--- config.mk ---
export PLATFORM = sky130hd
export DESIGN_NAME = sid_top
export DESIGN_NICKNAME = d
export VERILOG_FILES = /design/src/common/sid_pkg.sv /design/src/design/sid_top.sv /design/src/design/sid_flags.sv
export SDC_FILE = /design/constraint.sdc
export NUM_CORES = 1
export LEC_CHECK = 0
export BUFFER_PORTS_ARGS = -buffer_cell sky130_fd_sc_hd__buf_2
export CAP_MARGIN = 10
export CORE_MARGIN = 5
export CORE_UTILIZATION = 35
export CTS_CLUSTER_SIZE = 28
export DETAILED_ROUTE_END_ITERATION = 16
export PLACE_DENSITY = 0.6
export SETUP_SLACK_MARGIN = 0.05
export SLEW_MARGIN = 20
export SYNTH_ARGS = -nofsm -noshare
export SYNTH_HDL_FRONTEND = slang
export SYNTH_HIERARCHICAL = 1
export SYNTH_SLANG_ARGS = --single-unit
--- constraint.sdc ---
create_clock -name clk -period 2.7 [get_ports clk]
set_input_delay 0.405 -clock clk [delete_from_list [all_inputs] [get_ports clk]]
set_output_delay 0.405 -clock clk [all_outputs]
set_load 0.03 [all_outputs]
--- src/common/sid_pkg.sv ---
// constants for the serial port interrupt identification block
// assumes an 8-bit host i/o bus with 16-bit addresses
`default_nettype none

package sid_pkg;

  // ----------------------------------------------------------------
  // address slots
  // ----------------------------------------------------------------
  localparam logic [15:0] BASE_PRIMARY     = 16'h03F8;
  localparam logic [15:0] BASE_SECONDARY   = 16'h02F8;
  localparam logic [15:0] IIR_ADDR_PRIMARY = 16'h03FA;
  localparam logic [15:0] IIR_ADDR_SECOND  = 16'h02FA;

  // ----------------------------------------------------------------
  // register offsets within the eight-address window
  // ----------------------------------------------------------------
  localparam logic [2:0] OFF_DATA = 3'h0;
  localparam logic [2:0] OFF_IER  = 3'h1;
  localparam logic [2:0] OFF_IIR  = 3'h2;
  localparam logic [2:0] OFF_LCR  = 3'h3;
  localparam logic [2:0] OFF_MCR  = 3'h4;
  localparam logic [2:0] OFF_LSR  = 3'h5;
  localparam logic [2:0] OFF_MSR  = 3'h6;

  // ----------------------------------------------------------------
  // field positions
  // ----------------------------------------------------------------
  localparam int DIV_ACCESS_BIT = 7;
  localparam int IER_RX     = 0;
  localparam int IER_TX     = 1;
  localparam int IER_LS     = 2;
  localparam int IER_MS     = 3;
  localparam int MDM_CTS    = 0;
  localparam int MDM_DSR    = 1;
  localparam int MDM_RI     = 2;
  localparam int MDM_DCD    = 3;
  localparam int LSR_READY  = 0;
  localparam int LSR_ERR_LO = 1;
  localparam int LSR_TXE    = 5;

  // ----------------------------------------------------------------
  // identification codes
  // ----------------------------------------------------------------
  localparam logic [2:0] CODE_LS   = 3'h6;
  localparam logic [2:0] CODE_RX   = 3'h4;
  localparam logic [2:0] CODE_TX   = 3'h2;
  localparam logic [2:0] CODE_MS   = 3'h0;
  localparam logic [2:0] CODE_NONE = 3'h1;

  // ----------------------------------------------------------------
  // reset values
  // ----------------------------------------------------------------
  localparam logic [7:0]  RST_IER = 8'h00;
  localparam logic [7:0]  RST_LCR = 8'h00;
  localparam logic [7:0]  RST_MCR = 8'h00;
  localparam logic [15:0] RST_DIV = 16'h0000;

endpackage

`default_nettype wire

--- src/design/sid_top.sv ---
// serial port register front end with prioritized interrupt identification
// assumes host read and write strobes are one-cycle pulses on clk
//
// Contract
// - line status error reports code 110, top
// - reading line status clears that interrupt
// - received data code 100; receive read clears
// - tx empty 010; cleared by ident read, write
// - modem input change reports code 000, lowest
// - reading modem status clears modem interrupt
// - ident register at 3FAh or 2FAh
// - port enable low ignores whole address range
// - slot select high means first slot
// - force inputs make dcd cts dsr true
// - eight addresses from 03F8h or 02F8h
`default_nettype none

module sid_top (
  input  wire logic        clk,
  input  wire logic        sys_rst,
  input  wire logic [15:0] io_addr,
  input  wire logic        io_rd,
  input  wire logic        io_wr,
  input  wire logic [7:0]  io_wdata,
  output logic [7:0]       io_rdata_ff,
  output logic             io_rdata_valid_ff,
  output logic             irq_ff,
  input  wire logic        port_enable_sw,
  input  wire logic        primary_slot_sw,
  input  wire logic        carrier_force_jumper,
  input  wire logic        clear_to_send_force_jumper,
  input  wire logic        set_ready_force_jumper,
  input  wire logic        line_cts,
  input  wire logic        line_dsr,
  input  wire logic        line_ri,
  input  wire logic        line_dcd,
  input  wire logic [3:0]  line_err_evt,
  input  wire logic        rx_strobe,
  input  wire logic [7:0]  rx_byte,
  input  wire logic        tx_holding_empty,
  output logic [7:0]       tx_byte_ff,
  output logic             tx_load_ff,
  output logic [15:0]      divisor_ff,
  output logic [7:0]       line_ctrl_ff,
  output logic [7:0]       modem_ctrl_ff
);

  // ----------------------------------------------------------------
  // functions
  // ----------------------------------------------------------------
  function automatic logic port_hit(input logic [15:0] addr, input logic en,
                                    input logic primary);
    logic [15:0] base;
    base     = primary ? sid_pkg::BASE_PRIMARY : sid_pkg::BASE_SECONDARY;
    port_hit = en && (addr[15:3] == base[15:3]);
  endfunction

  function automatic logic [2:0] prio_code(input logic ls, input logic rx,
                                           input logic tx, input logic ms);
    if (ls) begin
      prio_code = sid_pkg::CODE_LS;
    end else if (rx) begin
      prio_code = sid_pkg::CODE_RX;
    end else if (tx) begin
      prio_code = sid_pkg::CODE_TX;
    end else if (ms) begin
      prio_code = sid_pkg::CODE_MS;
    end else begin
      prio_code = sid_pkg::CODE_NONE;
    end
  endfunction

  // ----------------------------------------------------------------
  // declarations
  // ----------------------------------------------------------------
  logic       rd_hit;
  logic       wr_hit;
  logic [2:0] offs;
  logic       div_access;
  logic       rd_rbr;
  logic       rd_lsr;
  logic       rd_msr;
  logic       rd_iir;
  logic       wr_thr;
  logic [3:0] modem_eff;
  logic [3:0] modem_prev_ff;
  logic [3:0] modem_delta;
  logic [3:0] msr_flags;
  logic [3:0] ls_flags;
  logic       rx_pend;
  logic       tx_pend;
  logic       txe_prev_ff;
  logic       txe_rise;
  logic       tx_clr;
  logic [7:0] ier_ff;
  logic       ls_src;
  logic       rx_src;
  logic       tx_src;
  logic       ms_src;
  logic [2:0] iir_code;
  logic [7:0] nxt_rdata;

  // ----------------------------------------------------------------
  // address decode
  // ----------------------------------------------------------------
  assign rd_hit = io_rd && port_hit(io_addr, port_enable_sw, primary_slot_sw);
  assign wr_hit = io_wr && port_hit(io_addr, port_enable_sw, primary_slot_sw);
  assign offs   = io_addr[2:0];
  assign div_access = line_ctrl_ff[sid_pkg::DIV_ACCESS_BIT];
  assign rd_rbr = rd_hit && (offs == sid_pkg::OFF_DATA) && !div_access;
  assign rd_lsr = rd_hit && (offs == sid_pkg::OFF_LSR);
  assign rd_msr = rd_hit && (offs == sid_pkg::OFF_MSR);
  assign rd_iir = rd_hit && (offs == sid_pkg::OFF_IIR);
  assign wr_thr = wr_hit && (offs == sid_pkg::OFF_DATA) && !div_access;

  // ----------------------------------------------------------------
  // modem inputs with force jumpers
  // ----------------------------------------------------------------
  always_comb begin
    modem_eff                   = '0;
    modem_eff[sid_pkg::MDM_CTS] = line_cts | clear_to_send_force_jumper;
    modem_eff[sid_pkg::MDM_DSR] = line_dsr | set_ready_force_jumper;
    modem_eff[sid_pkg::MDM_RI]  = line_ri;
    modem_eff[sid_pkg::MDM_DCD] = line_dcd | carrier_force_jumper;
  end

  always_ff @(posedge clk) begin
    if (sys_rst) begin
      modem_prev_ff <= '0;
    end else begin
      modem_prev_ff <= modem_eff;
    end
  end

  assign modem_delta = modem_eff ^ modem_prev_ff;

  // ----------------------------------------------------------------
  // event flags
  // ----------------------------------------------------------------
  sid_flags #(.W(4)) u_ls_flags (
    .clk      (clk),
    .sys_rst  (sys_rst),
    .set_in   (line_err_evt),
    .clr_in   (rd_lsr),
    .flags_ff (ls_flags)
  );

  sid_flags #(.W(1)) u_rx_flag (
    .clk      (clk),
    .sys_rst  (sys_rst),
    .set_in   (rx_strobe),
    .clr_in   (rd_rbr),
    .flags_ff (rx_pend)
  );

  always_ff @(posedge clk) begin
    if (sys_rst) begin
      txe_prev_ff <= 1'b1;
    end else begin
      txe_prev_ff <= tx_holding_empty;
    end
  end

  assign txe_rise = tx_holding_empty && !txe_prev_ff;
  assign tx_clr   = wr_thr || (rd_iir && (iir_code == sid_pkg::CODE_TX));

  sid_flags #(.W(1)) u_tx_flag (
    .clk      (clk),
    .sys_rst  (sys_rst),
    .set_in   (txe_rise),
    .clr_in   (tx_clr),
    .flags_ff (tx_pend)
  );

  sid_flags #(.W(4)) u_ms_flags (
    .clk      (clk),
    .sys_rst  (sys_rst),
    .set_in   (modem_delta),
    .clr_in   (rd_msr),
    .flags_ff (msr_flags)
  );

  // ----------------------------------------------------------------
  // prioritized identification
  // ----------------------------------------------------------------
  assign ls_src   = (|ls_flags) && ier_ff[sid_pkg::IER_LS];
  assign rx_src   = rx_pend && ier_ff[sid_pkg::IER_RX];
  assign tx_src   = tx_pend && ier_ff[sid_pkg::IER_TX];
  assign ms_src   = (|msr_flags) && ier_ff[sid_pkg::IER_MS];
  assign iir_code = prio_code(ls_src, rx_src, tx_src, ms_src);

  always_ff @(posedge clk) begin
    if (sys_rst) begin
      irq_ff <= 1'b0;
    end else begin
      irq_ff <= (iir_code != sid_pkg::CODE_NONE);
    end
  end

  // ----------------------------------------------------------------
  // register writes
  // ----------------------------------------------------------------
  always_ff @(posedge clk) begin
    if (sys_rst) begin
      ier_ff        <= sid_pkg::RST_IER;
      line_ctrl_ff  <= sid_pkg::RST_LCR;
      modem_ctrl_ff <= sid_pkg::RST_MCR;
      divisor_ff    <= sid_pkg::RST_DIV;
    end else if (wr_hit) begin
      case (offs)
        sid_pkg::OFF_DATA: begin
          if (div_access) begin
            divisor_ff[7:0] <= io_wdata;
          end
        end
        sid_pkg::OFF_IER: begin
          if (div_access) begin
            divisor_ff[15:8] <= io_wdata;
          end else begin
            ier_ff <= {4'h0, io_wdata[3:0]};
          end
        end
        sid_pkg::OFF_LCR: line_ctrl_ff  <= io_wdata;
        sid_pkg::OFF_MCR: modem_ctrl_ff <= io_wdata;
        default: ;
      endcase
    end
  end

  always_ff @(posedge clk) begin
    if (sys_rst) begin
      tx_byte_ff <= 8'h00;
      tx_load_ff <= 1'b0;
    end else begin
      tx_load_ff <= wr_thr;
      if (wr_thr) begin
        tx_byte_ff <= io_wdata;
      end
    end
  end

  // ----------------------------------------------------------------
  // register reads
  // ----------------------------------------------------------------
  always_comb begin
    nxt_rdata = 8'h00;
    case (offs)
      sid_pkg::OFF_DATA: nxt_rdata = div_access ? divisor_ff[7:0] : rx_byte;
      sid_pkg::OFF_IER:  nxt_rdata = div_access ? divisor_ff[15:8] : ier_ff;
      sid_pkg::OFF_IIR:  nxt_rdata = {5'h00, iir_code};
      sid_pkg::OFF_LCR:  nxt_rdata = line_ctrl_ff;
      sid_pkg::OFF_MCR:  nxt_rdata = modem_ctrl_ff;
      sid_pkg::OFF_LSR: begin
        nxt_rdata[sid_pkg::LSR_READY]                    = rx_pend;
        nxt_rdata[sid_pkg::LSR_ERR_LO+3:sid_pkg::LSR_ERR_LO] = ls_flags;
        nxt_rdata[sid_pkg::LSR_TXE]                      = tx_holding_empty;
      end
      sid_pkg::OFF_MSR:  nxt_rdata = {modem_eff, msr_flags};
      default:           nxt_rdata = 8'h00;
    endcase
  end

  always_ff @(posedge clk) begin
    if (sys_rst) begin
      io_rdata_ff       <= 8'h00;
      io_rdata_valid_ff <= 1'b0;
    end else begin
      io_rdata_valid_ff <= rd_hit;
      if (rd_hit) begin
        io_rdata_ff <= nxt_rdata;
      end
    end
  end
endmodule

`default_nettype wire

--- src/design/sid_flags.sv ---
// sticky event flags, set by hardware, cleared by one strobe
// assumes set pulses and clear strobe are synchronous to clk
`default_nettype none

module sid_flags #(
  parameter int W = 4
) (
  input  wire logic         clk,
  input  wire logic         sys_rst,
  input  wire logic [W-1:0] set_in,
  input  wire logic         clr_in,
  output logic [W-1:0]      flags_ff
);

  // ----------------------------------------------------------------
  // flags: a set in the clearing cycle survives
  // ----------------------------------------------------------------
  always_ff @(posedge clk) begin
    if (sys_rst) begin
      flags_ff <= '0;
    end else begin
      flags_ff <= (flags_ff & ~{W{clr_in}}) | set_in;
    end
  end

endmodule

`default_nettype wire

# ---- Word level (Yosys, flattened, before mapping)
# Cells that the tools add are included.
dict set report totals {
  ff_bits 70
  input_bits 51
  output_inout_bits 51
  wordCells 78
}
dict set report classes {
  n_eq_ne 9
  mux 9
  bitwise 17
  n_reduce_logical 27
}
# op n
set ops {}
lappend ops {{$pmux W6 S7} 1}
lappend ops {{$logic_and A1 B1 Y1} 16}
lappend ops {{$mux W8} 2}
lappend ops {{$eq A13 B7 Y1} 1}
lappend ops {{$pmux W2 S5} 1}
lappend ops {{$eq A3 B2 Y1 const B} 3}
lappend ops {{$eq A3 B3 Y1 const B} 3}
lappend ops {{$mux W9} 1}
lappend ops {{$reduce_and A3 Y1} 3}
lappend ops {{$and A4 B4 Y4} 2}
lappend ops {{$not A4 Y4} 2}
lappend ops {{$or A4 B4 Y4} 2}
lappend ops {{$reduce_or A4 Y1} 2}
lappend ops {{$mux W3} 2}
lappend ops {{$or A1 B1 Y1} 5}
lappend ops {{$reduce_and A2 Y1} 2}
lappend ops {{$xor A4 B4 Y4} 1}
lappend ops {{$eq A3 B1 Y1 const B} 1}
lappend ops {{$logic_not A3 Y1} 1}
lappend ops {{$ne A3 B1 Y1 const B} 1}
lappend ops {{$not A1 Y1} 3}
lappend ops {{$and A1 B1 Y1} 2}
lappend ops {{$logic_not A1 Y1} 2}
lappend ops {{$mux W2} 1}
lappend ops {{other kinds (2)} 2}

# ---- Logic depth before layout (Yosys ltp)
dict set report logic_depth {
  ltp_word 12
  ltp_mapped 8
  mapped_depth_nobuf 6
}

# ---- Modules after synthesis
# Netlist, hierarchy kept.
# module instances cells_per_inst area_per_inst_um2 seq_area_each_um2
set modules_own_cells {}
lappend modules_own_cells {sid_top 1 309 2836.5 1201.2}
lappend modules_own_cells {{sid_flags (u_ls_flags ...)} 2 16 140.1 80.1}
lappend modules_own_cells {{sid_flags (u_rx_flag ...)} 2 4 38.8 20.0}

# ---- Worst setup path after synthesis
# No wires, ideal clock.
dict set report synth_timing {
  path_kind {input port to flip-flop}
  from {in io_addr[12]}
  to {reg modem_ctrl_ff[7]}
  setup_ns 0.128
  arrival_ns 2.414
  required_ns 2.572
  setup_slack_ns 0.159
  cell_stages 6
  n_path_buf 1
  cell_sequence {or4_1 or4_1 buf_6 nor4_4 mux2i_1 nor2_1}
}
dict set report synth_between {
  elab_chain_cells 4
}
# element line_no
set synth_rtl {}
lappend synth_rtl {{from (decl)} sid_top.sv:21} ;# input wire logic [15:0] io_addr,
lappend synth_rtl {{$eq A13 B7 Y1} sid_top.sv:55} ;# port_hit = en && (addr[15:3] == base[15:3]);
lappend synth_rtl {{$logic_and A1 B1 Y1} sid_top.sv:55}
lappend synth_rtl {{$logic_and A1 B1 Y1} sid_top.sv:107} ;# assign wr_hit = io_wr && port_hit(io_addr, port_enable_sw, primary_slot_sw);
lappend synth_rtl {{$reduce_and A2 Y1 (no line)} --}
lappend synth_rtl {{to (signal assigned)} sid_top.sv:207} ;# modem_ctrl_ff <= sid_pkg::RST_MCR;
lappend synth_rtl {{to (signal assigned)} sid_top.sv:224} ;# sid_pkg::OFF_MCR: modem_ctrl_ff <= io_wdata;
lappend synth_rtl {{to (decl)} sid_top.sv:45} ;# output logic [7:0] modem_ctrl_ff
# No other way between the ends.
# A chain may end at the register's enable or synchronous reset.

# ---- Worst setup path after layout
dict set report layout_timing {
  from {in io_addr[12]}
  to {reg u_ls_flags.flags_ff[2]}
}
dict set report layout_between {
  elab_chain_cells 7
}
# element line_no
set layout_rtl {}
lappend layout_rtl {{$eq A13 B7 Y1} sid_top.sv:55}
lappend layout_rtl {{$logic_and A1 B1 Y1} sid_top.sv:55}
lappend layout_rtl {{$logic_and A1 B1 Y1} sid_top.sv:106} ;# assign rd_hit = io_rd && port_hit(io_addr, port_enable_sw, primary_slot_sw);
lappend layout_rtl {{$logic_and A1 B1 Y1} sid_top.sv:111} ;# assign rd_lsr = rd_hit && (offs == sid_pkg::OFF_LSR);
lappend layout_rtl {{named net rd_lsr} sid_top.sv:81} ;# logic rd_lsr;
lappend layout_rtl {{$not A4 Y4} sid_flags.sv:22} ;# flags_ff <= (flags_ff & ~{W{clr_in}}) | set_in;
lappend layout_rtl {{$and A4 B4 Y4} sid_flags.sv:22}
lappend layout_rtl {{$or A4 B4 Y4} sid_flags.sv:22}
lappend layout_rtl {{to (signal assigned)} sid_flags.sv:22}
lappend layout_rtl {{to (decl)} sid_flags.sv:12} ;# output logic [W-1:0] flags_ff
# The timed path passes the listed nets, and every way through them passes these cells.

==> impl_metrics.tcl <==
set metrics [dict create \
    outcome "finished clean" \
    combPwrFrac_pct 8.1 \
    cpMostUsedCell "or4_1" \
    critical_path.cell_chain "buf_2 > or4_1 > or4_1 > or2_2 > nor3_1 > nand2b_1 > a21oi_1" \
    synth_xor_area_share_pct 1.37 \
    netlist.area_leader.share_pct 43.9 \
    hold_viol 0 \
    synthAdderAreaFrac_pct 0 \
    dpl_worst_slack_ns -0.0253 \
    switching_share_pct 25.2 \
    drive_gt1_share_pct 33.0 \
    cts_tree "yes" \
    rsz0062_at_grt "false" \
    reg2regPathDepth 6 \
    synth_sequential_area_ratio_pct 43.9 \
    min-delay-start "tx_holding_empty" \
    ff_latch_area_um2 1400 \
    seq_power_share_pct 49.8 \
    dr_total_vias 2946 \
    syn2layout_area_growth_pct 29.1 \
    reg2reg_slack_ns 0.64 \
    setup_viol 0 \
    post-route-min-period_ns 2.35 \
    multiInputGateArea_um2 1670 \
    die_area_um2 11100 \
    critPathSlowestCell "or4_1" \
    synth_edf_count 0 \
    synth_top_family_by_area "simple AND/OR/NAND/NOR gates" \
    min_path_type "primary input to flip-flop" \
    ys.flop_type "dfxtp_1" \
    skew_ns 0.0120 \
    crit_path_max_incr_delay_ns 0.60 \
    overflow 0 \
    postCtsHoldBufs 0 \
    io_pins 102 \
    yosysMostFrequentCell "dfxtp_1" \
    final_nets 512 \
    post_cts_buffers 0 \
    p_int_mw 1.59 \
    cts_root_buffer "clkbuf_8" \
    synthMuxAreaShare_pct 19.1 \
    max_freq_mhz 425 \
    cp-end-kind "flip-flop" \
    grt_start_max_net_pins 45 \
    syn_area_per_cell_um2 9.15 \
    n_antenna_cell 0 \
    routedWlPerCell_um 17.1 \
    async_reset_ff_share_pct 0 \
    critPathLaunch "io_addr[12]" \
    synth_common_cells "dfxtp_1 (70), nor2_1 (64), mux2i_1 (52)" \
    final.fill_count 895 \
    start_kind "primary input" \
    worst_ep_required_time_ns 2.90 \
    clk_pin_slew_ns 0.09 \
    die_h_um 106 \
    power_density_nw_per_um2 517 \
    switchingPower_mw 0.537 \
    initial_core_util_pct 36.3 \
    tightestPinTransition_ns 0.858 \
    r2r-end "divisor_ff[7]" \
    crit_buf_inv 1 \
    dpl.hpwl_mm 7.35 \
    setup_slack_ns 0.346 \
    slew_viol_final 0 \
    postRouteAntennaNets 0 \
    fin_crit_sh_pct 87.2 \
    antenna_found_initial 0 \
    cp-endpoint "u_ls_flags/flags_ff[2]" \
    clkPwrFrac_pct 42.1 \
    dieWidth_um 106 \
    crit_path_max_fanout 4 \
    first_iter_violations 152 \
    r2r-start "line_ctrl_ff[7]" \
    fin_util_pct 46.8 \
    syn-num-nets 400 \
    yosysTopAreaCell "dfxtp_1" \
    via_per_inst 5.13 \
    cts_resized 0 \
    cts.sinks 70 \
    path_depth 7 \
    cts_buffer_depth 2 \
    htreeDepth 3 \
    gr-usage-all-layers_pct 17.8 \
    drc_errors 0 \
    syn_inst 349 \
    std_cell_rows 34 \
    yosys.cell_types.count 43 \
    drt-total-wl_mm 9.79 \
    slew_headroom_pct 42.8 \
    clk_latency_ns 0.35 \
    numCtsBuffers 9 \
    leakagePower_nw 1.79 \
    io_buffers 101 \
    synth.ff_latch_count 70 \
    vdd_ir_drop_max_v 0.000272 \
    dr.pass1.iters 4 \
    ys.warnings.count 6 \
    grt_pass1_vias 2921 \
    core_area_um2 8810 \
    synth_compound_gate_area_share_pct 12.5 \
    cp.arrival_ns 2.55 \
    synthSimpleGateAreaFrac_pct 19.2 \
    netlist_area_um2 3190 \
    synthTopCellsByArea "dfxtp_1 (44%), mux2i_1 (16%), nor2_1 (7.5%), mux2_2 (2.8%), nand2b_1 (2.5%)" \
    place.gp.congestion 0.846 \
    drv_cap 0 \
    grt_pass1_wl_mm 15.7 \
    path_class "primary input to flip-flop" \
    critPathTopFamily "simple AND/OR/NAND/NOR gates" \
]
[worst reg2reg max path, delay by kind of cell (launching register included)]
| family | cells | cell delay, ns |
|---|---|---|
| buffers and inverters | 1 | 0.22 |
| DFF | 1 | 0.78 |
| muxes | 1 | 0.20 |
| and+or+nand+nor | 4 | 0.76 |
[state kept, by name, summed over array words and instances, names as in the netlist, 4 cells and up]
name / count
tx_byte_ff: 8
modem_ctrl_ff: 8
io_rdata_ff: 8
u_ms_flags/flags_ff: 4
line_ctrl_ff: 8
u_ls_flags/flags_ff: 4
modem_prev_ff: 4
ier_ff: 4
divisor_ff: 16
[how the worst min path moves through the flow]
stage | end | slack, ns | cells after the start
after floorplan | u_tx_flag/flags_ff | 0.46 | 3
after global routing | txe_prev_ff | 0.25 | 2
after global placement | io_rdata_ff[5] | 0.44 | 1
after detailed placement | io_rdata_ff[5] | 0.44 | 1
after CTS | txe_prev_ff | 0.25 | 2
final | txe_prev_ff | 0.26 | 2
[routing by layer]
| layer | wire [µm] | up-vias | share of wire (%) | GRT usage [%] |
|---|---|---|---|---|
| met1 | 4610 | 1382 | 47 | 24.5 |
| met5 | 0 | - | 0 | 0 |
| met3 | 747 | 8 | 7.6 | 5.75 |
| li1 | - | 1440 | - | - |
| met4 | 93 | 0 | 0.95 | 3.89 |
| met2 | 4340 | 116 | 44 | 27.2 |
[layout by cell type (no fill, tap or decap), types with 4 or more instances in the layout]
cell type    n
a211oi_1     4
mux2_2       8
buf_4       18
nand2_1     21
clkbuf_8    11
o21ai_0     10
dfxtp_1     70
inv_1       12
nor2b_1      7
a22oi_1      4
buf_2      101
o2bb2ai_1    7
mux2i_1     52
a21oi_1     14
nand2b_1    13
nor2_1      64
[logic make-up after synthesis]
group,count (synthesis)
and+or+nand+nor,125
DFF,70
muxes,60
AOI/OAI and AO/OA,58
buffers and inverters,31
xor gates and xnor gates,5
[through the flow]
stage	power [mW]	hold slack (ns)	instances	cell area [µm²]	TNS (ns)
3_3_place_gp	1.25	0.443	558	3910	0
5_1_grt	2.22	0.247	574	4120	0
3_5_place_dp	1.26	0.445	558	3910	-0.0827
2_1_floorplan	1.18	0.455	349	3190	0
6_report	2.13	0.258	574	4120	0
4_1_cts	2.15	0.250	574	4120	0
[power by group through the flow]
stage | clock [mW] | combinational (mW) | sequential [mW]
global placement | 0 | 0.169 | 1.08
finish | 0.897 | 0.173 | 1.06
floorplan | 0 | 0.0951 | 1.08
detailed placement | 0 | 0.171 | 1.08
global route | 0.970 | 0.189 | 1.06
CTS | 0.913 | 0.172 | 1.06
[area by class of cell]
cell class | instances | area share, %
repair buffers | 120 | 16.0
inverters | 12 | 1.09
multi-input cells | 248 | 40.5
clock inverters | 5 | 1.40
flip-flops and latches | 70 | 34.0
well taps | 108 | 3.28
clock buffers | 11 | 3.67
No activity file was read; power rests on OpenSTA's default activity.
